[config.mk]
export PLATFORM = sky130hd
export DESIGN_NAME = fsps_host
export DESIGN_NICKNAME = d
export VERILOG_FILES = /design/src/core/fsps_pkg.sv /design/src/core/fsps_host.sv
export SDC_FILE = /design/constraint.sdc
export NUM_CORES = 1
export LEC_CHECK = 0
export BUFFER_PORTS_ARGS = -buffer_cell sky130_fd_sc_hd__buf_2
export CORE_UTILIZATION = 50
export DETAILED_ROUTE_END_ITERATION = 10
export GPL_ROUTABILITY_DRIVEN = 0
export PLACE_DENSITY = 0.69
export REMOVE_ABC_BUFFERS = 1
export SETUP_SLACK_MARGIN = 0.02
export SYNTH_ARGS = -nofsm -noshare
export SYNTH_HDL_FRONTEND = slang
export SYNTH_SLANG_ARGS = --single-unit
[constraint.sdc]
create_clock -name ref_clk -period 4.5 [get_ports ref_clk]
set_input_delay 0.45 -clock ref_clk [delete_from_list [all_inputs] [get_ports ref_clk]]
set_output_delay 0.45 -clock ref_clk [all_outputs]
set_load 0.02 [all_outputs]
[src/core/fsps_pkg.sv]
package fsps_pkg;
   // ****************************************
   // APB register map of the controller
   // ****************************************
   localparam logic [7:0] OFS_CMD = 8'h00;
   localparam logic [7:0] OFS_ADDR = 8'h04;
   localparam logic [7:0] OFS_DATA = 8'h08;
   localparam logic [7:0] OFS_STATUS = 8'h0C;
   localparam int ST_BUSY_BIT = 0;
   localparam int ST_ERR_BIT = 1;
   localparam int ST_REFUSED_BIT = 2;
   localparam int ST_ERASED_BIT = 3;
   localparam int ST_COUNT_LSB = 4;
   localparam logic [1:0] CMD_ERASE = 2'h1;
   localparam logic [1:0] CMD_LOAD = 2'h2;
   localparam logic [1:0] CMD_ROW = 2'h3;

   // ****************************************
   // Device control values and keys
   // ****************************************
   localparam logic [15:0] CTRL_PAGE_ERASE = 16'h4042;
   localparam logic [15:0] CTRL_ROW_PROG = 16'h4001;
   localparam logic [15:0] CTRL_START = 16'h8000;
   localparam int CTRL_START_BIT = 15;
   localparam int CTRL_ERR_BIT = 13;
   localparam logic [15:0] KEY_FIRST = 16'h0055;
   localparam logic [15:0] KEY_SECOND = 16'h00AA;

   // ****************************************
   // Program memory geometry in instructions and address units
   // ****************************************
   localparam int ROW_INSTR = 64;
   localparam logic [23:0] ADDR_STEP = 24'h000002;
   localparam int ROW_LSB = 7;
   localparam int PAGE_LSB = 10;

   // ****************************************
   // Step list and device operations
   // ****************************************
   localparam logic [3:0] STEP_LOAD_END = 4'h4;
   localparam logic [3:0] STEP_KEY1 = 4'h4;
   localparam logic [3:0] STEP_NOP2 = 4'h8;
   localparam logic [3:0] STEP_POLL = 4'h9;

   typedef enum logic [2:0] {
      OP_NONE, OP_WR_CTRL, OP_WR_PAGE, OP_TBL_LOW, OP_TBL_HIGH, OP_KEY, OP_NOP, OP_RD_CTRL
   } fsps_op_t;

   typedef enum {ST_IDLE, ST_ISSUE, ST_WAIT} fsps_state_t;
endpackage

[src/core/fsps_host.sv]
// The address map and the APB slave port are this design's own decisions.
`timescale 1ns/1ns
// Function
// - Program a row only after erasing the whole eight-row page holding it.
// - Page erase uses operation code 0010 with erase select and write enable set.
// - Write key 0x55 then 0xAA before setting the start bit.
// - Row program uses code 0001, erase select clear, write enable set.
// - Fill holding buffers with 64 instructions, low word then high byte each.
// - Repeat load and program per 64-instruction group, advancing the pointer.
// - Two no-operation cycles follow the instruction that sets start.
// - Hold off interrupts over the five unlock, start and pause instructions.
// - Page erase setup writes 0x4042 to the control register.
// - Row program setup writes 0x4001 to the control register.
module fsps_host #(
   parameter int ROW_WORDS = fsps_pkg::ROW_INSTR
) (
   // Clock, reset and enable
   input wire logic ref_clk,
   input wire logic rst_n,
   input wire logic clk_en,
   // APB slave
   input wire logic psel,
   input wire logic penable,
   input wire logic pwrite,
   input wire logic [7:0] paddr,
   input wire logic [31:0] pwdata,
   output logic [31:0] prdata,
   output logic pready,
   output logic pslverr,
   // Device instruction port
   output logic dev_req,
   output fsps_pkg::fsps_op_t dev_op,
   output logic [15:0] dev_ea,
   output logic [15:0] dev_wdata,
   input wire logic dev_ack,
   input wire logic [15:0] dev_rdata,
   // Interrupt hold-off towards the core
   output logic interrupt_hold_off
);
   import fsps_pkg::*;

   // ****************************************
   // Parameter check
   // ****************************************
   generate
      // Buffer holds one row of 64 at most; the seven-bit count covers that
      if (ROW_WORDS < 1 || ROW_WORDS > 64) begin : g_bad_row
         $error("ROW_WORDS must lie in 1..64");
      end
   endgenerate

   localparam logic [6:0] ROW_FULL = 7'(ROW_WORDS);

   typedef struct packed {
      fsps_state_t st;
      logic [1:0] cmd;
      logic [3:0] step;
      logic req;
      fsps_op_t op;
      logic [15:0] ea;
      logic [15:0] wd;
      logic [23:0] addr;
      logic [23:0] data;
      logic [23:0] row_base;
      logic [6:0] count;
      logic [13:0] erased_page;
      logic erased_ok;
      logic seq_err;
      logic refused;
      logic hold_off;
      logic rdy;
      logic err;
      logic [31:0] rdat;
   } fsps_regs_t;

   fsps_regs_t s;
   fsps_regs_t next_s;

   // ****************************************
   // Helper functions
   // ****************************************
   // Operation issued at a step; OP_NONE steps are skipped
   function automatic fsps_op_t step_op(input logic [1:0] cmd, input logic [3:0] step);
      fsps_op_t r;
      r = OP_NONE;
      unique case (step)
         4'h0: r = (cmd == CMD_LOAD) ? OP_NONE : OP_WR_CTRL;
         4'h1: r = OP_WR_PAGE;
         4'h2: r = (cmd == CMD_ROW) ? OP_NONE : OP_TBL_LOW;
         4'h3: r = (cmd == CMD_LOAD) ? OP_TBL_HIGH : OP_NONE;
         4'h4, 4'h5: r = OP_KEY;
         4'h6: r = OP_WR_CTRL;
         4'h7, 4'h8: r = OP_NOP;
         4'h9: r = OP_RD_CTRL;
         default: r = OP_NONE;
      endcase
      return r;
   endfunction

   function automatic logic is_mapped(input logic [7:0] a);
      return a == OFS_CMD || a == OFS_ADDR || a == OFS_DATA || a == OFS_STATUS;
   endfunction

   // ****************************************
   // Next-state logic
   // ****************************************
   logic apb_wr;
   logic [23:0] target;
   logic [15:0] ctrl_val;
   fsps_op_t op_now;

   // Target address and control word for the running command
   always_comb begin
      unique case (s.cmd)
         CMD_ERASE: target = {s.addr[23:PAGE_LSB], 10'h000};
         CMD_ROW: target = s.row_base;
         default: target = s.addr;
      endcase
      ctrl_val = (s.cmd == CMD_ERASE) ? CTRL_PAGE_ERASE : CTRL_ROW_PROG;
      op_now = step_op(s.cmd, s.step);
   end

   assign apb_wr = psel && penable && s.rdy && pwrite && !s.err;

   always_comb begin
      next_s = s;
      // Registered answer: one wait cycle in every access phase
      if (psel && penable && !s.rdy) begin
         next_s.rdy = 1'b1;
         next_s.err = !is_mapped(paddr);
         next_s.rdat = 32'h00000000;
         unique case (paddr)
            OFS_ADDR: next_s.rdat = {8'h00, s.addr};
            OFS_DATA: next_s.rdat = {8'h00, s.data};
            OFS_STATUS: begin
               next_s.rdat[ST_BUSY_BIT] = s.st != ST_IDLE;
               next_s.rdat[ST_ERR_BIT] = s.seq_err;
               next_s.rdat[ST_REFUSED_BIT] = s.refused;
               next_s.rdat[ST_ERASED_BIT] = s.erased_ok;
               next_s.rdat[ST_COUNT_LSB +: 7] = s.count;
            end
            default: next_s.rdat = 32'h00000000;
         endcase
      end else begin
         next_s.rdy = 1'b0;
         next_s.err = 1'b0;
      end

      // Write-one-to-clear; a set later in this process wins
      if (apb_wr && paddr == OFS_STATUS) begin
         if (pwdata[ST_ERR_BIT]) begin
            next_s.seq_err = 1'b0;
         end
         if (pwdata[ST_REFUSED_BIT]) begin
            next_s.refused = 1'b0;
         end
      end

      // Orders from software, taken only while idle
      if (apb_wr && paddr != OFS_STATUS) begin
         if (s.st != ST_IDLE) begin
            next_s.refused = 1'b1;
         end else if (paddr == OFS_ADDR) begin
            next_s.addr = pwdata[23:0];
         end else if (paddr == OFS_DATA) begin
            next_s.data = pwdata[23:0];
         end else if (pwdata[1:0] == CMD_ERASE) begin
            next_s.cmd = CMD_ERASE;
            next_s.step = 4'h0;
            next_s.st = ST_ISSUE;
         end else if (pwdata[1:0] == CMD_LOAD) begin
            // A group starts on a row boundary and holds one row at most
            if (s.count == ROW_FULL || (s.count == 7'h00 && s.addr[ROW_LSB-1:0] != 7'h00)) begin
               next_s.refused = 1'b1;
            end else begin
               if (s.count == 7'h00) begin
                  next_s.row_base = s.addr;
               end
               next_s.cmd = CMD_LOAD;
               next_s.step = 4'h1;
               next_s.st = ST_ISSUE;
            end
         end else if (pwdata[1:0] == CMD_ROW) begin
            // Only a full buffer into a freshly erased page
            if (s.count != ROW_FULL || !s.erased_ok
                || s.erased_page != s.row_base[23:PAGE_LSB]) begin
               next_s.refused = 1'b1;
            end else begin
               next_s.cmd = CMD_ROW;
               next_s.step = 4'h0;
               next_s.st = ST_ISSUE;
            end
         end else begin
            // Reserved command codes start nothing, they only flag the refusal
            next_s.refused = 1'b1;
         end
      end

      // Instruction sequencer towards the device
      unique case (s.st)
         ST_IDLE: begin
         end
         ST_ISSUE: begin
            if (s.cmd == CMD_LOAD && s.step == STEP_LOAD_END) begin
               // Pointer advance lets software stream the next group
               next_s.addr = s.addr + ADDR_STEP;
               next_s.count = s.count + 7'h01;
               next_s.st = ST_IDLE;
            end else if (op_now == OP_NONE) begin
               next_s.step = s.step + 4'h1;
            end else begin
               next_s.req = 1'b1;
               next_s.op = op_now;
               next_s.ea = target[15:0];
               next_s.wd = 16'h0000;
               unique case (s.step)
                  4'h0: next_s.wd = ctrl_val;
                  4'h1: next_s.wd = {8'h00, target[23:16]};
                  4'h2: next_s.wd = (s.cmd == CMD_ERASE) ? 16'h0000 : s.data[15:0];
                  4'h3: next_s.wd = {8'h00, s.data[23:16]};
                  4'h4: next_s.wd = KEY_FIRST;
                  4'h5: next_s.wd = KEY_SECOND;
                  4'h6: next_s.wd = ctrl_val | CTRL_START;
                  default: next_s.wd = 16'h0000;
               endcase
               next_s.st = ST_WAIT;
            end
         end
         ST_WAIT: begin
            if (dev_ack) begin
               next_s.req = 1'b0;
               next_s.st = ST_ISSUE;
               if (s.step != STEP_POLL) begin
                  next_s.step = s.step + 4'h1;
               end else begin
                  // Device reports a refused or broken sequence here
                  if (dev_rdata[CTRL_ERR_BIT]) begin
                     next_s.seq_err = 1'b1;
                  end
                  // Start bit still set: cycle running, read again
                  if (!dev_rdata[CTRL_START_BIT]) begin
                     next_s.st = ST_IDLE;
                     next_s.count = 7'h00;
                     if (s.cmd == CMD_ERASE) begin
                        next_s.erased_page = s.addr[23:PAGE_LSB];
                        next_s.erased_ok = !dev_rdata[CTRL_ERR_BIT];
                     end
                  end
               end
            end
         end
      endcase

      // Hold-off spans both keys, start and the two pauses
      next_s.hold_off = next_s.st != ST_IDLE && next_s.cmd != CMD_LOAD
                        && next_s.step >= STEP_KEY1 && next_s.step <= STEP_NOP2;
   end

   // ****************************************
   // State register
   // ****************************************
   always_ff @(posedge ref_clk) begin
      if (!rst_n) begin
         s <= '0;
         s.st <= ST_IDLE;
         s.op <= OP_NONE;
      end else if (clk_en) begin
         s <= next_s;
      end
   end

   assign prdata = s.rdat;
   assign pready = s.rdy;
   assign pslverr = s.err;
   assign dev_req = s.req;
   assign dev_op = s.op;
   assign dev_ea = s.ea;
   assign dev_wdata = s.wd;
   assign interrupt_hold_off = s.hold_off;

   // ****************************************
   // Assertions
   // ****************************************
   // Last instruction the device accepted
   fsps_op_t last_op;
   logic [15:0] last_wd;
   always_ff @(posedge ref_clk) begin
      if (!rst_n) begin
         last_op <= OP_NONE;
         last_wd <= 16'h0000;
      end else if (clk_en && s.req && dev_ack) begin
         last_op <= s.op;
         last_wd <= s.wd;
      end
   end
endmodule

# --- After elaboration in Yosys (flattened, before gate mapping) ---
# Cells that the tools add are included.
# Widths: inputs -> output; s select.
classes:
  n_addsub: 3
  magnitude_cmp: 2
  n_eq_ne: 32
  mux: 64
  bitwise: 9
  reduce_logical: 40
op_table:
  columns: ["operator", "n"]
  rows:
  - ["$mux 38", 9]
  - ["$mux 24", 9]
  - ["$mux 72", 2]
  - ["$pmux 16 s7", 1]
  - ["$mux 32", 3]
  - ["$pmux 32 s2", 1]
  - ["$reduce_bool 32->1", 2]
  - ["$mux 48", 1]
  - ["$pmux 24 s2", 1]
  - ["$mux 23", 2]
  - ["$mux 40", 1]
  - ["$mux 36", 1]
  - ["$pmux 11 s3", 1]
  - ["$eq 32x1->1 const B", 1]
  - ["$eq 32x2->1 const B", 1]
  - ["$pmux 13 s2", 1]
  - ["$add 24x2->24 const B", 1]
  - ["$pmux 3 s8", 1]
  - ["$mux 22", 1]
  - ["$eq 4x3->1 const B", 4]
  - ["$eq 8x4->1 const B", 2]
  - ["$mux 1", 16]
  - ["$mux 16", 1]
  - ["$mux 15", 1]
  - ["39 further kinds", 86]
totals:
  reg_bits: 205
  in_bits: 63
  out_inout_bits: 71

# --- Depth between registers and ports, before layout ---
logic_depth:
  word_depth: 18
  depth_mapped: 13
  mapped_depth_nobuf: 10

# --- Worst setup path after synthesis ---
# No wires, ideal clock.
synth_path:
  kind: "in2reg"
  start: "in paddr[5]"
  end: "reg s[125] (netlist bit)"
  setup_ps: 87
  t_arrival_ps: 2497
  required_ps: 4413
  slack_ps: 1917
  path_stages: 9
  path_buffers: 2
  cell_sequence: "or4_4 > nor3_2 > nand3b_1 > or4_4 > buf_6 > a21oi_4 > buf_6 > o21ai_2 > a221oi_2"
synth_between:
  elab_chain_len: 6
  elab_cells_between_ends: 8
  cone_classes: "eq/ne: 2; mux: 5; reduce/logical: 1"
synth_rtl:
  columns: ["element", "line_no", "source"]
  rows:
  - ["from (decl)", "fsps_host.sv:25", "input wire logic [7:0] paddr,"]
  - ["$eq 8x3->1", "fsps_host.sv:163", "end else if (paddr == OFS_ADDR) begin"]
  - ["$mux 24", "fsps_host.sv:163", null]
  - ["$mux 72", "fsps_host.sv:161", "if (s.st != ST_IDLE) begin"]
  - ["$mux 72 *", "fsps_host.sv:160", "if (apb_wr && paddr != OFS_STATUS) begin"]
  - ["$mux 24", "fsps_host.sv:204", "if (s.cmd == CMD_LOAD && s.step == STEP_LOAD_END) begin"]
  - ["$mux 24 *", "fsps_host.sv:200", "unique case (s.st)"]
  - ["to (signal assigned)", "fsps_host.sv:268", "s <= next_s;"]
  - ["to (decl)", "fsps_host.sv:76", "fsps_regs_t s;"]
# Every way passes the cells marked *; elsewhere a longest branch is shown, timed or not.
# A chain may end at the register's enable or synchronous reset.

# --- Worst setup path after layout ---
layout_path:
  start: "reg s[168] (netlist bit)"
  end: "reg s, in the netlist dev_wdata[2]"
layout_between:
  elab_chain_len: 6
  elab_cells_between_ends: 19
  cone_classes: "eq/ne: 9; mux: 2; bitwise: 2; reduce/logical: 6"
layout_rtl:
  columns: ["element", "line_no", "source"]
  rows:
  - ["$eq 4x3->1, or another cell as far along", "fsps_host.sv:86", "unique case (step)"]
  - ["$reduce_or 2->1", "fsps_host.sv:86", null]
  - ["$pmux 3 s8", "fsps_host.sv:86", null]
  - ["$logic_not 3->1", "fsps_host.sv:209", "end else if (op_now == OP_NONE) begin"]
  - ["$not 1->1 (no source line)", null, null]
  - ["$reduce_and 4->1 (no source line)", null, null]
# Several ways; a longest one is shown, not always the timed one.

==> flow_summary.toml <==
[run_status]
status = "finished, violations left"
violations = "design-rule violations"

[sta]
period_needed_ns = 3.43
finalCritPeriodShare = 0.763
tightest_slew_ns = 1.01
slew_violations = 0
hold-worst-slack_ns = 0.263
setup_violations = 0
setup_tns_ns = 0
setup_slack_ns = 1.07
finClkSkew_ns = 0.0113
hold_viol = 0
slew_headroom = 0.329
max_freq_ghz = 0.291
grt_setup_unrepaired = "no"

[setup_path]
path_cells = "inv_1, ha_1, nor3_1, o31ai_1, a221oi_1, and2_1, a21oi_1, and4_2, o21ai_0, a21oi_1"
end_kind = "flop"
required_ns = 4.87
critPathKind = "reg2reg"
cp_common_cell = "a21oi_1"
cp_slowest_cell = "and4_2"
crit_path_max_fanout = 45
critPathMaxStageDelay_ns = 0.91
cp-start-kind = "flop"
crit_arrival_ns = 3.81

[layout]
areaGrowthSynthToFinish_pct = 8.06
utilization = 0.556
fin_cells = 1375
antenna_cells = 0
nNetsFinal = 1203
fillers = 1719
final_area_um2 = 10100
drive_gt1_frac = 0.151

[yosys]
yosys-top-cells-area = "dfxtp_1, buf_4, nand2_1"
yosys_register_bits = 197
synth_cell_types = 66
ys.flop_type = "dfxtp_1"
synth_edf_count = 0
synthCells = 1138
synth.avg_cell_area_um2 = 8.20
ys_seq_area_frac = 0.423
yosysTopAreaCellShare = 0.423
async_reset_ff_frac = 0
netlist_area_um2 = 9330
yosys.area.top_type = "dfxtp_1"
ys_warn_count = 0

[clock_tree]
numCtsBuffers = 17
hold_buffers = 0
post_cts_buffers = 0
worstSkewPairLatency_ns = 0.44
tritoncts = "yes"
htreeDepth = 4
root_buffer = "clkbuf_16"
cts_max_path_buffers = 2
path_clk_slew_ns = 0.07
cts.sinks = 197
cts-resized-gates = 0

[placed_design]
numPlacedInstances = 1343
dp_hpwl_um = 17500
numPortBuffers = 103
dp_slack_ns = 1.16
place_area_um2 = 9470

[grt]
grtUsageTotal = 0.270
grt_pass1_wl_um = 40700
first_global_vias = 7498
grt_start_max_net_pins = 88
overflow = 0
antenna_found_initial = 0

[run]
cap_violations = 0

[route]
post-route-drc-count = 13
ant_nets = 0
wl_per_cell_um = 18.6
wl_um = 25600
dr.pass1.iters = 11
first_iter_violations = 880
via_per_inst = 5.97
num_vias = 8207

[die]
pin_count = 134
initial_core_util = 0.514
fp.dieH_um = 139
die-area_um2 = 19200
core_um2 = 18100
rows = 49
fp.dieW_um = 139

[hold_path]
worstHoldPathType = "in2reg"

[power_and_ir_drop]
vdd_drop_max_v = 0.000283
p_total_mw = 3.53
leakage_nw = 3.96
p_per_area_nw_per_um2 = 350
critical path, delay by kind of cell (launching register included):
family	cells	cell delay [ns]
buffers and inverters	1	0.11
and+or+nand+nor	3	1.26
adders and majority gates	1	0.48
AOI/OAI and AO/OA	5	1.12
DFF	1	0.35
cells in the mapped netlist, drive strengths merged (4+ instances only):
cell type	count
xnor2	16
ha	7
o22ai	11
mux2i	34
and3	11
a211oi	24
clkbuf	67
nand3	33
a221oi	30
nand2	132
and2	35
nand4	10
nor3	39
o32ai	6
nor4	14
nor2	132
buf	84
a22oi	11
a311oi	6
o31ai	4
a21oi	94
nor2b	8
o21ai	43
nand2b	7
dfxtp	197
mux2	10
xor2	6
inv	16
kinds of logic after synthesis:
| group | synth area share |
|---|---|
| AOI/OAI and AO/OA | 0.179 |
| xor gates and xnor gates | 0.0207 |
| adders and majority gates | 0.00939 |
| buffers and inverters | 0.0986 |
| DFF | 0.423 |
| muxes | 0.0485 |
| other | 0.000402 |
| and+or+nand+nor | 0.220 |
final timing paths:
| path | start | endpoint | slack [ns] | cells after the start |
|---|---|---|---|---|
| worst max-delay path | s[168] | dev_wdata[2] | 1.07 | 10 |
| worst min-delay path | pwdata[16] | s[99] | 0.26 | 3 |
| worst min register to register | dev_wdata[13] | dev_wdata[13] | 0.45 | 2 |
| worst max register to register | s[168] | dev_wdata[2] | 1.07 | 10 |
layout make-up:
cell class / count / area, um2 / share of cell area
well taps: 229 / 287 / 0.0284
clock buffers: 18 / 439 / 0.0436
inverters: 18 / 70.1 / 0.00695
clock inverters: 14 / 175 / 0.0174
flip-flops and latches: 197 / 3940 / 0.391
multi-input cells: 779 / 4500 / 0.446
repair buffers: 120 / 668 / 0.0663
state kept, by name, summed over array words and instances, names as in the netlist:
register	count
s	134
prdata	24
dev_ea	16
dev_wdata	16
dev_op	3
dev_req	1
interrupt_hold_off	1
pready	1
pslverr	1
layer usage:
metal,global-route usage,vias up,part of all wire
li1,-,3912,-
met1,0.377,3860,0.46
met2,0.405,373,0.43
met3,0.0518,62,0.079
met4,0.117,0,0.033
met5,0,-,0
cells in the final DEF, fill, tap and decap left out, drive strengths merged, types with 7 or more instances in the layout:
cell	synthesis	layout
a211oi	24	24
a21oi	94	94
a221oi	30	30
a22oi	11	11
and2	35	35
and3	11	11
buf	84	120
clkbuf	67	18
conb	1	8
dfxtp	197	197
ha	7	7
inv	16	18
mux2	10	10
mux2i	34	34
nand2	132	132
nand2b	7	7
nand3	33	33
nand4	10	10
nor2	132	132
nor2b	8	8
nor3	39	39
nor4	14	14
o21ai	43	43
o22ai	11	11
xnor2	16	16
report_power, final:
group          switching, mW  total [mW]  internal [mW]
registers             0.0109        1.76           1.75
clock network          0.691        1.58          0.894
logic                  0.124       0.178         0.0546
Power figures use the tool's default switching activity.
